===== src/pcws_pkg.sv =====
package pcws_pkg;

   localparam int unsigned PCWS_NPINS = 28;
   localparam int unsigned PCWS_NCHAN = 6;

   // Wishbone word addresses (byte offsets)
   localparam logic [7:0] PCWS_DIR_OFS = 8'h00;
   localparam logic [7:0] PCWS_OUT_OFS = 8'h04;
   localparam logic [7:0] PCWS_DRV_OFS = 8'h08;
   localparam logic [7:0] PCWS_PU_OFS = 8'h0C;
   localparam logic [7:0] PCWS_PD_OFS = 8'h10;
   localparam logic [7:0] PCWS_WEN_OFS = 8'h14;
   localparam logic [7:0] PCWS_WPOL_OFS = 8'h18;
   localparam logic [7:0] PCWS_IN_OFS = 8'h1C;
   localparam logic [7:0] PCWS_ADC_OFS = 8'h20;
   localparam logic [7:0] PCWS_STAT_OFS = 8'h24;

   // Pin defaults after reset
   localparam logic [27:0] PCWS_DIR_RST = 28'h000_0000;
   localparam logic [27:0] PCWS_OUT_RST = 28'h000_0000;
   localparam logic [27:0] PCWS_DRV_RST = 28'h000_0000;
   localparam int unsigned PCWS_RX_PIN = 22;
   localparam int unsigned PCWS_CTS_PIN = 24;
   localparam logic [27:0] PCWS_PU_RST = 28'h040_0000;
   localparam logic [27:0] PCWS_PD_RST = 28'h100_0000;
   localparam logic [27:0] PCWS_WEN_RST = 28'h000_0000;
   localparam logic [27:0] PCWS_WPOL_RST = 28'h000_0000;

   // Converter configuration field positions
   localparam int unsigned PCWS_ADC_EN_BIT = 0;
   localparam int unsigned PCWS_ADC_CHAN_LSB = 4;
   localparam int unsigned PCWS_ADC_RES_LSB = 8;
   localparam int unsigned PCWS_ADC_SCALE_LSB = 12;
   localparam logic [2:0] PCWS_ADC_CHAN_RST = 3'h0;
   localparam logic [1:0] PCWS_RES_8 = 2'h0;
   localparam logic [1:0] PCWS_RES_9 = 2'h1;
   localparam logic [1:0] PCWS_RES_10 = 2'h2;
   localparam logic [1:0] PCWS_SCALE_1_1 = 2'h0;
   localparam logic [1:0] PCWS_SCALE_2_3 = 2'h1;
   localparam logic [1:0] PCWS_SCALE_1_3 = 2'h2;

   // Status field positions
   localparam int unsigned PCWS_ST_MODE_BIT = 0;
   localparam int unsigned PCWS_ST_VALID_BIT = 1;
   localparam int unsigned PCWS_ST_WAKE_BIT = 2;
   localparam int unsigned PCWS_ST_HWRST_BIT = 3;

   // Hardware reset pin minimum low time
   localparam int unsigned PCWS_CLK_KHZ = 100000;
   localparam int unsigned PCWS_HWRST_MS = 100;
   localparam int unsigned PCWS_HWRST_CYC = PCWS_HWRST_MS * PCWS_CLK_KHZ;
   localparam int unsigned PCWS_SYNC_FILL = 2;

   typedef enum logic {
      PCWS_MODE_RUN,
      PCWS_MODE_DEV
   } pcws_mode_e;

   typedef struct packed {
      logic [27:0] dir;
      logic [27:0] out;
      logic [27:0] drv;
      logic [27:0] pu;
      logic [27:0] pd;
      logic [27:0] wen;
      logic [27:0] wpol;
   } pcws_pins_s;

   typedef struct packed {
      logic en;
      logic [2:0] chan;
      logic [1:0] res;
      logic [1:0] scale;
   } pcws_adc_s;

endpackage


===== src/pcws_top.sv =====
// Chosen here: the register offsets and the Wishbone register port.
`timescale 1ns/1ps
// Functional notes
// - 28 pins, each with own direction
// - Per-pin output drive standard or high
// - Per-pin pull-up, pull-down or none
// - Per-pin level wake with chosen polarity
// - Six analog channels through one multiplexer
// - Resolution 8/9/10 bits, scaling 1/1,2/3,1/3
// - Power-on alone releases device from reset; here the reset pin going high releases it too
// - Strap low run mode, high development
// - Pins come up as digital inputs
// - Default inputs have no pull bias
// - Receive pin defaults to weak pull-up
// - Clear-to-send pin defaults to pull-down
// - Peripheral select driven from any output pin
module pcws_top #(
   parameter int unsigned HWRST_CYC = pcws_pkg::PCWS_HWRST_CYC
) (
   input wire logic clk_i,
   input wire logic rst_i,
   input wire logic wb_cyc_i,
   input wire logic wb_stb_i,
   input wire logic wb_we_i,
   input wire logic [7:0] wb_adr_i,
   input wire logic [3:0] wb_sel_i,
   input wire logic [31:0] wb_dat_i,
   output logic [31:0] wb_dat_o,
   output logic wb_ack_o,
   input wire logic [27:0] shared_io_pin_i,
   output logic [27:0] shared_io_pin_o,
   output logic [27:0] shared_io_pin_oe_o,
   output logic [27:0] pin_high_drive_o,
   output logic [27:0] pin_pull_up_o,
   output logic [27:0] pin_pull_down_o,
   output logic [5:0] analog_input_sel_o,
   output logic [1:0] adc_resolution_o,
   output logic [1:0] adc_scaling_o,
   input wire logic hw_reset_low_i,
   input wire logic mode_select_strap_i,
   output logic hw_reset_o,
   output logic run_mode_o,
   output logic mode_valid_o,
   output logic wake_req_o
);
   typedef struct packed {
      pcws_pkg::pcws_pins_s pins;
      pcws_pkg::pcws_adc_s adc;
      pcws_pkg::pcws_mode_e mode;
      logic mode_valid;
      logic [1:0] fill;
      logic [23:0] rst_cnt;
      logic hwrst_seen;
      logic ack;
      logic [31:0] dat;
   } pcws_state_s;

   localparam logic [23:0] RST_LIMIT = 24'(HWRST_CYC);
   localparam logic [1:0] FILL_DONE = 2'(pcws_pkg::PCWS_SYNC_FILL);

   pcws_state_s st;
   pcws_state_s next_st;
   logic [29:0] sync_q;
   logic [27:0] pin_s;
   logic rst_pin_low;
   logic strap_s;
   logic hw_rst_hold;
   logic [27:0] wake_hit;
   logic bus_req;
   logic bus_wr;

   pcws_sync #(
      .WIDTH(30)
   ) u_sync (
      .clk_i(clk_i),
      .rst_i(rst_i),
      .d_i({mode_select_strap_i, ~hw_reset_low_i, shared_io_pin_i}),
      .q_o(sync_q)
   );

   assign pin_s = sync_q[27:0];
   assign rst_pin_low = sync_q[28];
   assign strap_s = sync_q[29];
   assign hw_rst_hold = (st.rst_cnt == RST_LIMIT);

   // Byte-lane merge for a 28-bit register
   function automatic logic [27:0] merge28(input logic [27:0] old, input logic [31:0] wd,
                                           input logic [3:0] sel);
      logic [31:0] r;
      r = {4'h0, old};
      for (int i = 0; i < 4; i++) begin
         if (sel[i]) begin
            r[8*i +: 8] = wd[8*i +: 8];
         end
      end
      return r[27:0];
   endfunction

   // Word index check, used for writes and reads
   function automatic logic hit(input logic [7:0] adr, input logic [7:0] ofs);
      return adr[7:2] == ofs[7:2];
   endfunction

   // Pull bias: both bits set means no bias, so a half-written pair never fights
   function automatic logic [1:0] bias(input logic up, input logic dn);
      return {up & ~dn, dn & ~up};
   endfunction

   assign wake_hit = st.pins.wen & ~(pin_s ^ st.pins.wpol);
   assign bus_req = wb_cyc_i & wb_stb_i & ~st.ack;
   assign bus_wr = bus_req & wb_we_i;

   always_comb begin
      logic [2:0] ch;
      logic [1:0] rs;
      logic [1:0] sc;
      ch = wb_dat_i[pcws_pkg::PCWS_ADC_CHAN_LSB +: 3];
      rs = wb_dat_i[pcws_pkg::PCWS_ADC_RES_LSB +: 2];
      sc = wb_dat_i[pcws_pkg::PCWS_ADC_SCALE_LSB +: 2];
      next_st = st;
      next_st.ack = bus_req;
      next_st.fill = (st.fill == FILL_DONE) ? st.fill : st.fill + 2'h1;

      // Reset pin must stay low the full minimum time to count
      if (rst_pin_low) begin
         if (!hw_rst_hold) begin
            next_st.rst_cnt = st.rst_cnt + 24'h00_0001;
         end
      end else begin
         next_st.rst_cnt = 24'h00_0000;
      end

      // Strap taken once when the synchroniser holds a real sample
      if (!st.mode_valid && st.fill == FILL_DONE && !hw_rst_hold) begin
         next_st.mode = strap_s ? pcws_pkg::PCWS_MODE_DEV : pcws_pkg::PCWS_MODE_RUN;
         next_st.mode_valid = 1'b1;
      end

      if (bus_wr) begin
         if (hit(wb_adr_i, pcws_pkg::PCWS_DIR_OFS)) begin
            next_st.pins.dir = merge28(st.pins.dir, wb_dat_i, wb_sel_i);
         end
         if (hit(wb_adr_i, pcws_pkg::PCWS_OUT_OFS)) begin
            next_st.pins.out = merge28(st.pins.out, wb_dat_i, wb_sel_i);
         end
         if (hit(wb_adr_i, pcws_pkg::PCWS_DRV_OFS)) begin
            next_st.pins.drv = merge28(st.pins.drv, wb_dat_i, wb_sel_i);
         end
         if (hit(wb_adr_i, pcws_pkg::PCWS_PU_OFS)) begin
            next_st.pins.pu = merge28(st.pins.pu, wb_dat_i, wb_sel_i);
         end
         if (hit(wb_adr_i, pcws_pkg::PCWS_PD_OFS)) begin
            next_st.pins.pd = merge28(st.pins.pd, wb_dat_i, wb_sel_i);
         end
         if (hit(wb_adr_i, pcws_pkg::PCWS_WEN_OFS)) begin
            next_st.pins.wen = merge28(st.pins.wen, wb_dat_i, wb_sel_i);
         end
         if (hit(wb_adr_i, pcws_pkg::PCWS_WPOL_OFS)) begin
            next_st.pins.wpol = merge28(st.pins.wpol, wb_dat_i, wb_sel_i);
         end
         // Illegal channel, resolution or scaling leaves the whole word unchanged
         if (hit(wb_adr_i, pcws_pkg::PCWS_ADC_OFS) && wb_sel_i[0] && wb_sel_i[1]) begin
            if (ch < 3'(pcws_pkg::PCWS_NCHAN) && rs != 2'h3 && sc != 2'h3) begin
               next_st.adc.en = wb_dat_i[pcws_pkg::PCWS_ADC_EN_BIT];
               next_st.adc.chan = ch;
               next_st.adc.res = rs;
               next_st.adc.scale = sc;
            end
         end
         if (hit(wb_adr_i, pcws_pkg::PCWS_STAT_OFS) && wb_sel_i[0] &&
             wb_dat_i[pcws_pkg::PCWS_ST_HWRST_BIT]) begin
            next_st.hwrst_seen = 1'b0;
         end
      end

      next_st.dat = 32'h0000_0000;
      if (bus_req && !wb_we_i) begin
         if (hit(wb_adr_i, pcws_pkg::PCWS_DIR_OFS)) begin
            next_st.dat = {4'h0, st.pins.dir};
         end
         if (hit(wb_adr_i, pcws_pkg::PCWS_OUT_OFS)) begin
            next_st.dat = {4'h0, st.pins.out};
         end
         if (hit(wb_adr_i, pcws_pkg::PCWS_DRV_OFS)) begin
            next_st.dat = {4'h0, st.pins.drv};
         end
         if (hit(wb_adr_i, pcws_pkg::PCWS_PU_OFS)) begin
            next_st.dat = {4'h0, st.pins.pu};
         end
         if (hit(wb_adr_i, pcws_pkg::PCWS_PD_OFS)) begin
            next_st.dat = {4'h0, st.pins.pd};
         end
         if (hit(wb_adr_i, pcws_pkg::PCWS_WEN_OFS)) begin
            next_st.dat = {4'h0, st.pins.wen};
         end
         if (hit(wb_adr_i, pcws_pkg::PCWS_WPOL_OFS)) begin
            next_st.dat = {4'h0, st.pins.wpol};
         end
         if (hit(wb_adr_i, pcws_pkg::PCWS_IN_OFS)) begin
            next_st.dat = {4'h0, pin_s};
         end
         if (hit(wb_adr_i, pcws_pkg::PCWS_ADC_OFS)) begin
            next_st.dat[pcws_pkg::PCWS_ADC_EN_BIT] = st.adc.en;
            next_st.dat[pcws_pkg::PCWS_ADC_CHAN_LSB +: 3] = st.adc.chan;
            next_st.dat[pcws_pkg::PCWS_ADC_RES_LSB +: 2] = st.adc.res;
            next_st.dat[pcws_pkg::PCWS_ADC_SCALE_LSB +: 2] = st.adc.scale;
         end
         if (hit(wb_adr_i, pcws_pkg::PCWS_STAT_OFS)) begin
            next_st.dat[pcws_pkg::PCWS_ST_MODE_BIT] = (st.mode == pcws_pkg::PCWS_MODE_DEV);
            next_st.dat[pcws_pkg::PCWS_ST_VALID_BIT] = st.mode_valid;
            next_st.dat[pcws_pkg::PCWS_ST_WAKE_BIT] = |wake_hit;
            next_st.dat[pcws_pkg::PCWS_ST_HWRST_BIT] = st.hwrst_seen;
         end
      end

      // A recognised pin reset returns the pins to defaults and retakes the strap
      if (hw_rst_hold) begin
         next_st.pins = '{dir: pcws_pkg::PCWS_DIR_RST, out: pcws_pkg::PCWS_OUT_RST,
                          drv: pcws_pkg::PCWS_DRV_RST, pu: pcws_pkg::PCWS_PU_RST,
                          pd: pcws_pkg::PCWS_PD_RST, wen: pcws_pkg::PCWS_WEN_RST,
                          wpol: pcws_pkg::PCWS_WPOL_RST};
         next_st.adc = '{en: 1'b0, chan: pcws_pkg::PCWS_ADC_CHAN_RST,
                         res: pcws_pkg::PCWS_RES_10, scale: pcws_pkg::PCWS_SCALE_1_1};
         next_st.mode_valid = 1'b0;
         next_st.fill = 2'h0;
         // Set wins over a clear arriving in the same cycle
         next_st.hwrst_seen = 1'b1;
      end
   end

   // Power-on reset alone brings every field to its default
   always_ff @(posedge clk_i) begin
      if (rst_i) begin
         st.pins.dir <= pcws_pkg::PCWS_DIR_RST;
         st.pins.out <= pcws_pkg::PCWS_OUT_RST;
         st.pins.drv <= pcws_pkg::PCWS_DRV_RST;
         st.pins.pu <= pcws_pkg::PCWS_PU_RST;
         st.pins.pd <= pcws_pkg::PCWS_PD_RST;
         st.pins.wen <= pcws_pkg::PCWS_WEN_RST;
         st.pins.wpol <= pcws_pkg::PCWS_WPOL_RST;
         st.adc.en <= 1'b0;
         st.adc.chan <= pcws_pkg::PCWS_ADC_CHAN_RST;
         st.adc.res <= pcws_pkg::PCWS_RES_10;
         st.adc.scale <= pcws_pkg::PCWS_SCALE_1_1;
         st.mode <= pcws_pkg::PCWS_MODE_RUN;
         st.mode_valid <= 1'b0;
         st.fill <= 2'h0;
         st.rst_cnt <= 24'h00_0000;
         st.hwrst_seen <= 1'b0;
         st.ack <= 1'b0;
         st.dat <= 32'h0000_0000;
      end else begin
         st <= next_st;
      end
   end

   assign wb_ack_o = st.ack;
   assign wb_dat_o = st.dat;
   assign shared_io_pin_o = st.pins.out;
   assign shared_io_pin_oe_o = st.pins.dir;
   assign pin_high_drive_o = st.pins.drv & st.pins.dir;

   for (genvar g = 0; g < 28; g++) begin : g_bias
      assign {pin_pull_up_o[g], pin_pull_down_o[g]} = bias(st.pins.pu[g], st.pins.pd[g]);
   end

   for (genvar c = 0; c < 6; c++) begin : g_mux
      assign analog_input_sel_o[c] = st.adc.en && (st.adc.chan == 3'(c));
   end

   assign adc_resolution_o = st.adc.res;
   assign adc_scaling_o = st.adc.scale;
   assign hw_reset_o = hw_rst_hold;
   assign run_mode_o = st.mode_valid && (st.mode == pcws_pkg::PCWS_MODE_RUN);
   assign mode_valid_o = st.mode_valid;
   assign wake_req_o = |wake_hit;
endmodule


===== src/pcws_sync.sv =====
`timescale 1ns/1ps
module pcws_sync #(
   parameter int unsigned WIDTH = 1
) (
   input wire logic clk_i,
   input wire logic rst_i,
   input wire logic [WIDTH-1:0] d_i,
   output logic [WIDTH-1:0] q_o
);
   logic [WIDTH-1:0] meta;

   // First stage feeds only the second stage
   always_ff @(posedge clk_i) begin
      if (rst_i) begin
         meta <= '0;
         q_o <= '0;
      end else begin
         meta <= d_i;
         q_o <= meta;
      end
   end
endmodule


===== config.mk =====
export PLATFORM = sky130hd
export DESIGN_NAME = pcws_top
export DESIGN_NICKNAME = d
export VERILOG_FILES = /design/src/pcws_pkg.sv /design/src/pcws_top.sv /design/src/pcws_sync.sv
export SDC_FILE = /design/constraint.sdc
export NUM_CORES = 1
export LEC_CHECK = 0
export ABC_AREA = 1
export BUFFER_PORTS_ARGS = -buffer_cell sky130_fd_sc_hd__clkbuf_2
export CORE_ASPECT_RATIO = 0.8
export CORE_UTILIZATION = 60
export DETAILED_ROUTE_END_ITERATION = 10
export MAX_ROUTING_LAYER = met4
export PLACE_DENSITY = 0.83
export SETUP_SLACK_MARGIN = 0.02
export SYNTH_ARGS = -nofsm -noshare
export SYNTH_HDL_FRONTEND = slang
export SYNTH_SLANG_ARGS = --single-unit

===== constraint.sdc =====
create_clock -name clk_i -period 4.8 [get_ports clk_i]
set_clock_uncertainty 0.2 [all_clocks]
set_input_delay 0.24 -clock clk_i [delete_from_list [all_inputs] [get_ports clk_i]]
set_output_delay 0.24 -clock clk_i [all_outputs]
set_load 0.02 [all_outputs]

# Yosys cells after proc, flatten, opt, wreduce, memory -nomap -nowiden
# Cells that the tools add are included.
# Widths: inputs -> output; s select.
# totals
in_bits,79
ff_bits,326
word_cells,262
# op_classes
n_lt_le_gt_ge,1
muxes,17
reduce_logical,58
n_bitwise,124
n_addsub,2
n_eq_ne,18
# op_table
cell,count
$mux 28,8
$reduce_and 3->1,29
$not 1->1,61
$and 1x1->1,59
$and 28x28->28,2
$not 28->28,1
$reduce_or 28->1,1
$xor 28x28->28,1
$add 24x1->24 const B,1
$eq 24x24->1 const B,1
$eq 6x3->1 const B,4
$logic_and 1x1->1,16
$eq 6x2->1 const B,2
$eq 6x4->1 const B,2
$reduce_or 9->1,1
$eq 3x2->1 const B,2
$eq 3x3->1 const B,2
$eq 6x1->1 const B,1
$logic_not 6->1,1
$reduce_or 2->1,3
$mux 1,5
$mux 2,2
$mux 4,1
$ne 2x2->1 const B,2
9 further kinds,12

# Longest topological paths before layout
# depth
ltp_word,11
depth_mapped,12
mapped_depth_nobuf,11

# Cells and area by module
# From an unflattened synthesis, not the netlist that was laid out.
# hier_totals
hier_cells,2139
area_unflattened_um2,14597.8
# modules_own_cells
module,area_per_inst_um2,seq_area_each_um2,instances,cells_per_inst
pcws_top,12867.3,5245.0,1,1952
pcws_sync,1730.4,1201.2,1,187

# Worst setup path before layout
# No wires, ideal clock.
# synth_timing
kind,reg-to-reg
from,register st[34] in the netlist's numbering
to,register st[195] in the netlist's numbering
path_stages_with_launch,10
setup_slack_ns,2.966
n_path_buf,2
arrival_time_ns,1.508
cell_sequence,dfxtp_1 -> inv_1 -> ha_1 -> nand2_1 -> nor4_4 -> nand4_4 -> nand2_4 -> buf_12 -> buf_6 -> a211oi_2
# synth_via
elab_chain_cells,2
# synth_rtl
element,line,rtl
"start, declared",pcws_top.sv:61,pcws_state_s st;
"start signal, assigned",pcws_top.sv:253,st <= next_st;
$eq 24x24->1,pcws_top.sv:84,assign hw_rst_hold = (st.rst_cnt == RST_LIMIT);
$reduce_or 2->1 (no line),n/a,
# Every way passes these cells.
# A chain may end at the register's enable or synchronous reset.

# Final worst setup path
# layout_timing
from,register st[34] in the netlist's numbering
to,"register st, in the netlist shared_io_pin_oe_o[19]"
# Same word-level chain as after synthesis.

==> run_summary.xml <==
<?xml version="1.0" encoding="UTF-8"?>
<metrics>
  <group name="run_status">
    <metric name="status" unit="">finished, final reports clean</metric>
  </group>
  <group name="setup_path">
    <metric name="worstPathRequired" unit="ns">4.98</metric>
    <metric name="cpPeakStageDelay" unit="ns">0.64</metric>
    <metric name="worst_ep_arrival_time" unit="ns">3.14</metric>
    <metric name="worstSetupStartpointType" unit="">register</metric>
    <metric name="critical_path_class" unit="">register to register</metric>
    <metric name="crit_path_end_kind" unit="">register</metric>
    <metric name="startpoint" unit="">st[34]</metric>
    <metric name="critPathMaxFanout" unit="">120</metric>
    <metric name="slowest_stage" unit="">sky130_fd_sc_hd__nand2_8</metric>
    <metric name="rr_worst_depth" unit="">8</metric>
    <metric name="timing.rr.start" unit="">st[34]</metric>
    <metric name="crit_path_cell_chain" unit="">inv_1, ha_1, nand2_1, nor4_4, nand4_4, nand2_8, buf_4, a21oi_1</metric>
  </group>
  <group name="power_and_ir_drop">
    <metric name="power_per_cell_area" unit="mW/mm²">322.6</metric>
    <metric name="relative_contribution_of_the_clock_network_to_total_power" unit="%">46.3</metric>
    <metric name="p_int" unit="mW">4.345</metric>
    <metric name="power.share.combinational" unit="%">5.3</metric>
    <metric name="vdd_drop_max" unit="V">0.0003005</metric>
    <metric name="seqPwrFrac" unit="%">48.4</metric>
    <metric name="power.switching_fraction" unit="%">22.92</metric>
    <metric name="p_leak" unit="nW">7.446</metric>
    <metric name="switching_power" unit="mW">1.292</metric>
  </group>
  <group name="global_routing">
    <metric name="first_pass_grt_wire_length" unit="mm">69.45</metric>
    <metric name="groute.usage.overall" unit="%">35.00</metric>
    <metric name="number_of_global_route_vias_before_repair" unit="">13000</metric>
    <metric name="initial_antenna_violation_count" unit="">0</metric>
    <metric name="grt_remaining_overflow" unit="">0</metric>
    <metric name="grt_max_degree" unit="">121</metric>
  </group>
  <group name="sta">
    <metric name="layout_min_cycle_time" unit="ns">2.966</metric>
    <metric name="final-setup-viol-count" unit="">0</metric>
    <metric name="fin_crit_sh" unit="%">61.79</metric>
    <metric name="rsz0062_at_grt" unit="">false</metric>
    <metric name="slew_headroom" unit="%">38.01</metric>
    <metric name="hold_viol_final" unit="">0</metric>
    <metric name="worstMarginPinSlew" unit="ns">0.9298</metric>
    <metric name="achievable_freq" unit="MHz">337.2</metric>
    <metric name="number_of_max_slew_violations_in_the_final_report" unit="">0</metric>
    <metric name="tns" unit="ns">0</metric>
  </group>
  <group name="routing">
    <metric name="drt-wirelength-per-cell" unit="µm">17.34</metric>
    <metric name="remaining_antenna_violation_count_after_routing" unit="">0</metric>
    <metric name="wirelength" unit="mm">45.22</metric>
    <metric name="via_density_per_instance" unit="">5.523</metric>
    <metric name="drt-pass1-iter-count" unit="">7</metric>
    <metric name="drc_errors" unit="">0</metric>
    <metric name="detailedRoute.firstIterationViolations" unit="">1630</metric>
    <metric name="dr_total_vias" unit="">14400</metric>
  </group>
  <group name="finish">
    <metric name="num_antenna_cells" unit="">0</metric>
    <metric name="final_util" unit="%">70.93</metric>
    <metric name="final_layout_size_suffix_gt1_share" unit="%">19.26</metric>
    <metric name="finish.net_count" unit="">2350</metric>
    <metric name="synthToLayoutAreaGrowth" unit="%">14.69</metric>
  </group>
  <group name="synth">
    <metric name="synth_seq_area_share" unit="%">42.32</metric>
    <metric name="synth.largest_area_cell" unit="">sky130_fd_sc_hd__dfxtp_1</metric>
    <metric name="synth.yosys.warnings" unit="">0</metric>
    <metric name="netlist.area_leader.share" unit="%">42.32</metric>
    <metric name="dominantRegCellSynth" unit="">sky130_fd_sc_hd__dfxtp_1</metric>
    <metric name="synth_common_cells" unit="">sky130_fd_sc_hd__nand2_1, sky130_fd_sc_hd__nor2_1, sky130_fd_sc_hd__dfxtp_1</metric>
    <metric name="cells_after_synth" unit="">2071</metric>
    <metric name="cell_variety_after_synth" unit="">48</metric>
    <metric name="ys_seq_elements" unit="">322</metric>
    <metric name="number_of_enable_type_register_cells_in_the_synthesized_netlist" unit="">0</metric>
    <metric name="syn_area" unit="mm²">0.01523</metric>
    <metric name="syn_avg_cell_area" unit="µm²">7.356</metric>
    <metric name="synthTopCellsByArea" unit="">sky130_fd_sc_hd__dfxtp_1, sky130_fd_sc_hd__nand2_1, sky130_fd_sc_hd__nor2_1, sky130_fd_sc_hd__inv_1, sky130_fd_sc_hd__buf_4</metric>
    <metric name="yosys.cell_count.top_type" unit="">sky130_fd_sc_hd__nand2_1</metric>
    <metric name="synth_async_sr_flop_share" unit="%">0</metric>
  </group>
  <group name="clock_network">
    <metric name="cts.clk_slew.worst_paths" unit="ns">0.06</metric>
    <metric name="tritoncts_num_sinks" unit="">322</metric>
    <metric name="numCtsBuffers" unit="">34</metric>
    <metric name="cts_tree" unit="">done</metric>
    <metric name="cts_buffer_depth" unit="">3</metric>
    <metric name="cts_resized" unit="">0</metric>
    <metric name="worst_skew_pair.late_latency" unit="ns">0.51</metric>
    <metric name="cts.root.buffer_cell" unit="">sky130_fd_sc_hd__clkbuf_16</metric>
    <metric name="cts.htree.levels" unit="">2</metric>
  </group>
  <group name="floorplan">
    <metric name="dieWidth" unit="µm">180.1</metric>
    <metric name="design.portCount" unit="">266</metric>
    <metric name="die_height" unit="µm">144.5</metric>
    <metric name="core_area" unit="mm²">0.02463</metric>
    <metric name="fp.dieArea" unit="mm²">0.02603</metric>
    <metric name="initial_utilization" unit="%">61.85</metric>
    <metric name="rows" unit="">51</metric>
  </group>
  <group name="job">
    <metric name="cap_violations" unit="">0</metric>
  </group>
  <group name="hold_path">
    <metric name="hold_path_startpoint" unit="">wb_sel_i[2]</metric>
    <metric name="hold_depth" unit="">5</metric>
    <metric name="min-delay-path-class" unit="">primary input to register</metric>
  </group>
  <group name="placement">
    <metric name="portBuffers" unit="">255</metric>
    <metric name="dp_hpwl" unit="mm">31.91</metric>
    <metric name="globalplace.congestion" unit="">0.9653</metric>
  </group>
</metrics>
sequential cells by signal, indices dropped and copies added (netlist names):
name,flops
u_sync.q_o,30
shared_io_pin_o,28
wb_dat_o,28
st,172
adc_scaling_o,2
adc_resolution_o,2
mode_valid_o,1
wb_ack_o,1
u_sync.meta,30
shared_io_pin_oe_o,28
kinds of logic after synthesis:
group / share of synthesized area [%]
AND/OR/NAND/NOR: 27.73
flip-flops: 42.32
adder cells (fa/ha/maj): 0.2464
XOR/XNOR: 0.3450
AO/OA/AOI/OAI: 14.23
other: 0.02462
buffers and inverters: 15.11
cells in the final DEF (no fill, tap or decap), types with 7 or more instances in the layout:
master,Yosys,routed
sky130_fd_sc_hd__buf_4,108,7
sky130_fd_sc_hd__clkbuf_8,0,9
sky130_fd_sc_hd__clkbuf_16,0,37
sky130_fd_sc_hd__nand3_1,59,59
sky130_fd_sc_hd__inv_1,267,267
sky130_fd_sc_hd__nor2_2,10,10
sky130_fd_sc_hd__clkbuf_2,0,255
sky130_fd_sc_hd__dfxtp_1,322,322
sky130_fd_sc_hd__dlygate4sd3_1,0,60
sky130_fd_sc_hd__nand2_1,446,446
sky130_fd_sc_hd__a211oi_1,73,73
sky130_fd_sc_hd__nand2_2,8,8
sky130_fd_sc_hd__a21oi_1,133,133
sky130_fd_sc_hd__a211oi_2,48,48
sky130_fd_sc_hd__o21ai_0,53,53
sky130_fd_sc_hd__inv_2,19,19
sky130_fd_sc_hd__nor2_1,358,358
sky130_fd_sc_hd__nand4_1,25,25
sky130_fd_sc_hd__nor3_1,13,13
sky130_fd_sc_hd__nor2_4,15,15
power groups by stage:
stage / clock network [mW] / registers (mW) / logic (mW)
floorplan: 0 / 2.78 / 0.157
detailed placement: 0 / 2.79 / 0.251
finish: 2.61 / 2.73 / 0.299
global route: 2.73 / 2.73 / 0.325
global placement: 0 / 2.78 / 0.244
CTS: 2.62 / 2.73 / 0.291
timing repair:
item	4_1_cts	5_1_grt
endpoints found under the hold margin	199	0
hold buffers	60	0
buffers inserted	0	0
final cells by class:
| cell class | count | area (µm²) |
|---|---|---|
| inverters | 288 | 1086 |
| well taps | 318 | 397.9 |
| clock buffers | 52 | 1072 |
| fillers | 2009 | 7161 |
| flip-flops and latches | 322 | 6446 |
| multi-input cells | 1300 | 6505 |
| repair buffers | 322 | 1929 |
| clock inverters | 6 | 33.78 |
through the flow:
step	worst slack [ns]	hold slack, ns	total power, mW	std cells	area, µm²
2_1_floorplan	2.966	0.1067	2.939	2074	15240
3_3_place_gp	1.920	0.1915	3.027	2490	15760
3_5_place_dp	1.886	0.1939	3.036	2490	15760
4_1_cts	1.867	0.04371	5.635	2608	17470
5_1_grt	1.682	0.1158	5.780	2608	17470
6_report	1.834	0.07647	5.637	2608	17470
worst max-delay path, delay by kind of cell (launching register included):
family | cells | cell delay (ns)
buffers and inverters | 2 | 0.58
AOI/OAI and AO/OA | 1 | 0.10
adders and majority gates | 1 | 0.19
and+or+nand+nor | 4 | 1.27
DFF | 1 | 0.33
final timing paths:
check | slack [ns] | end
worst max-delay path | 1.83 | shared_io_pin_oe_o[19]
worst max register to register | 1.83 | shared_io_pin_oe_o[19]
worst min-delay path | 0.08 | st[90]
worst min register to register | 0.20 | u_sync.q_o[24]
metal layers:
layer	wire length (µm)	up-vias	share of wire (%)	track usage, %
met1	19780	6569	44	48.90
met3	5909	108	13	9.343
li1	-	6839	-	-
met4	1176	0	2.6	10.26
met2	18350	887	41	49.17
met5	0	-	0	-
Power figures use the tool's default switching activity.
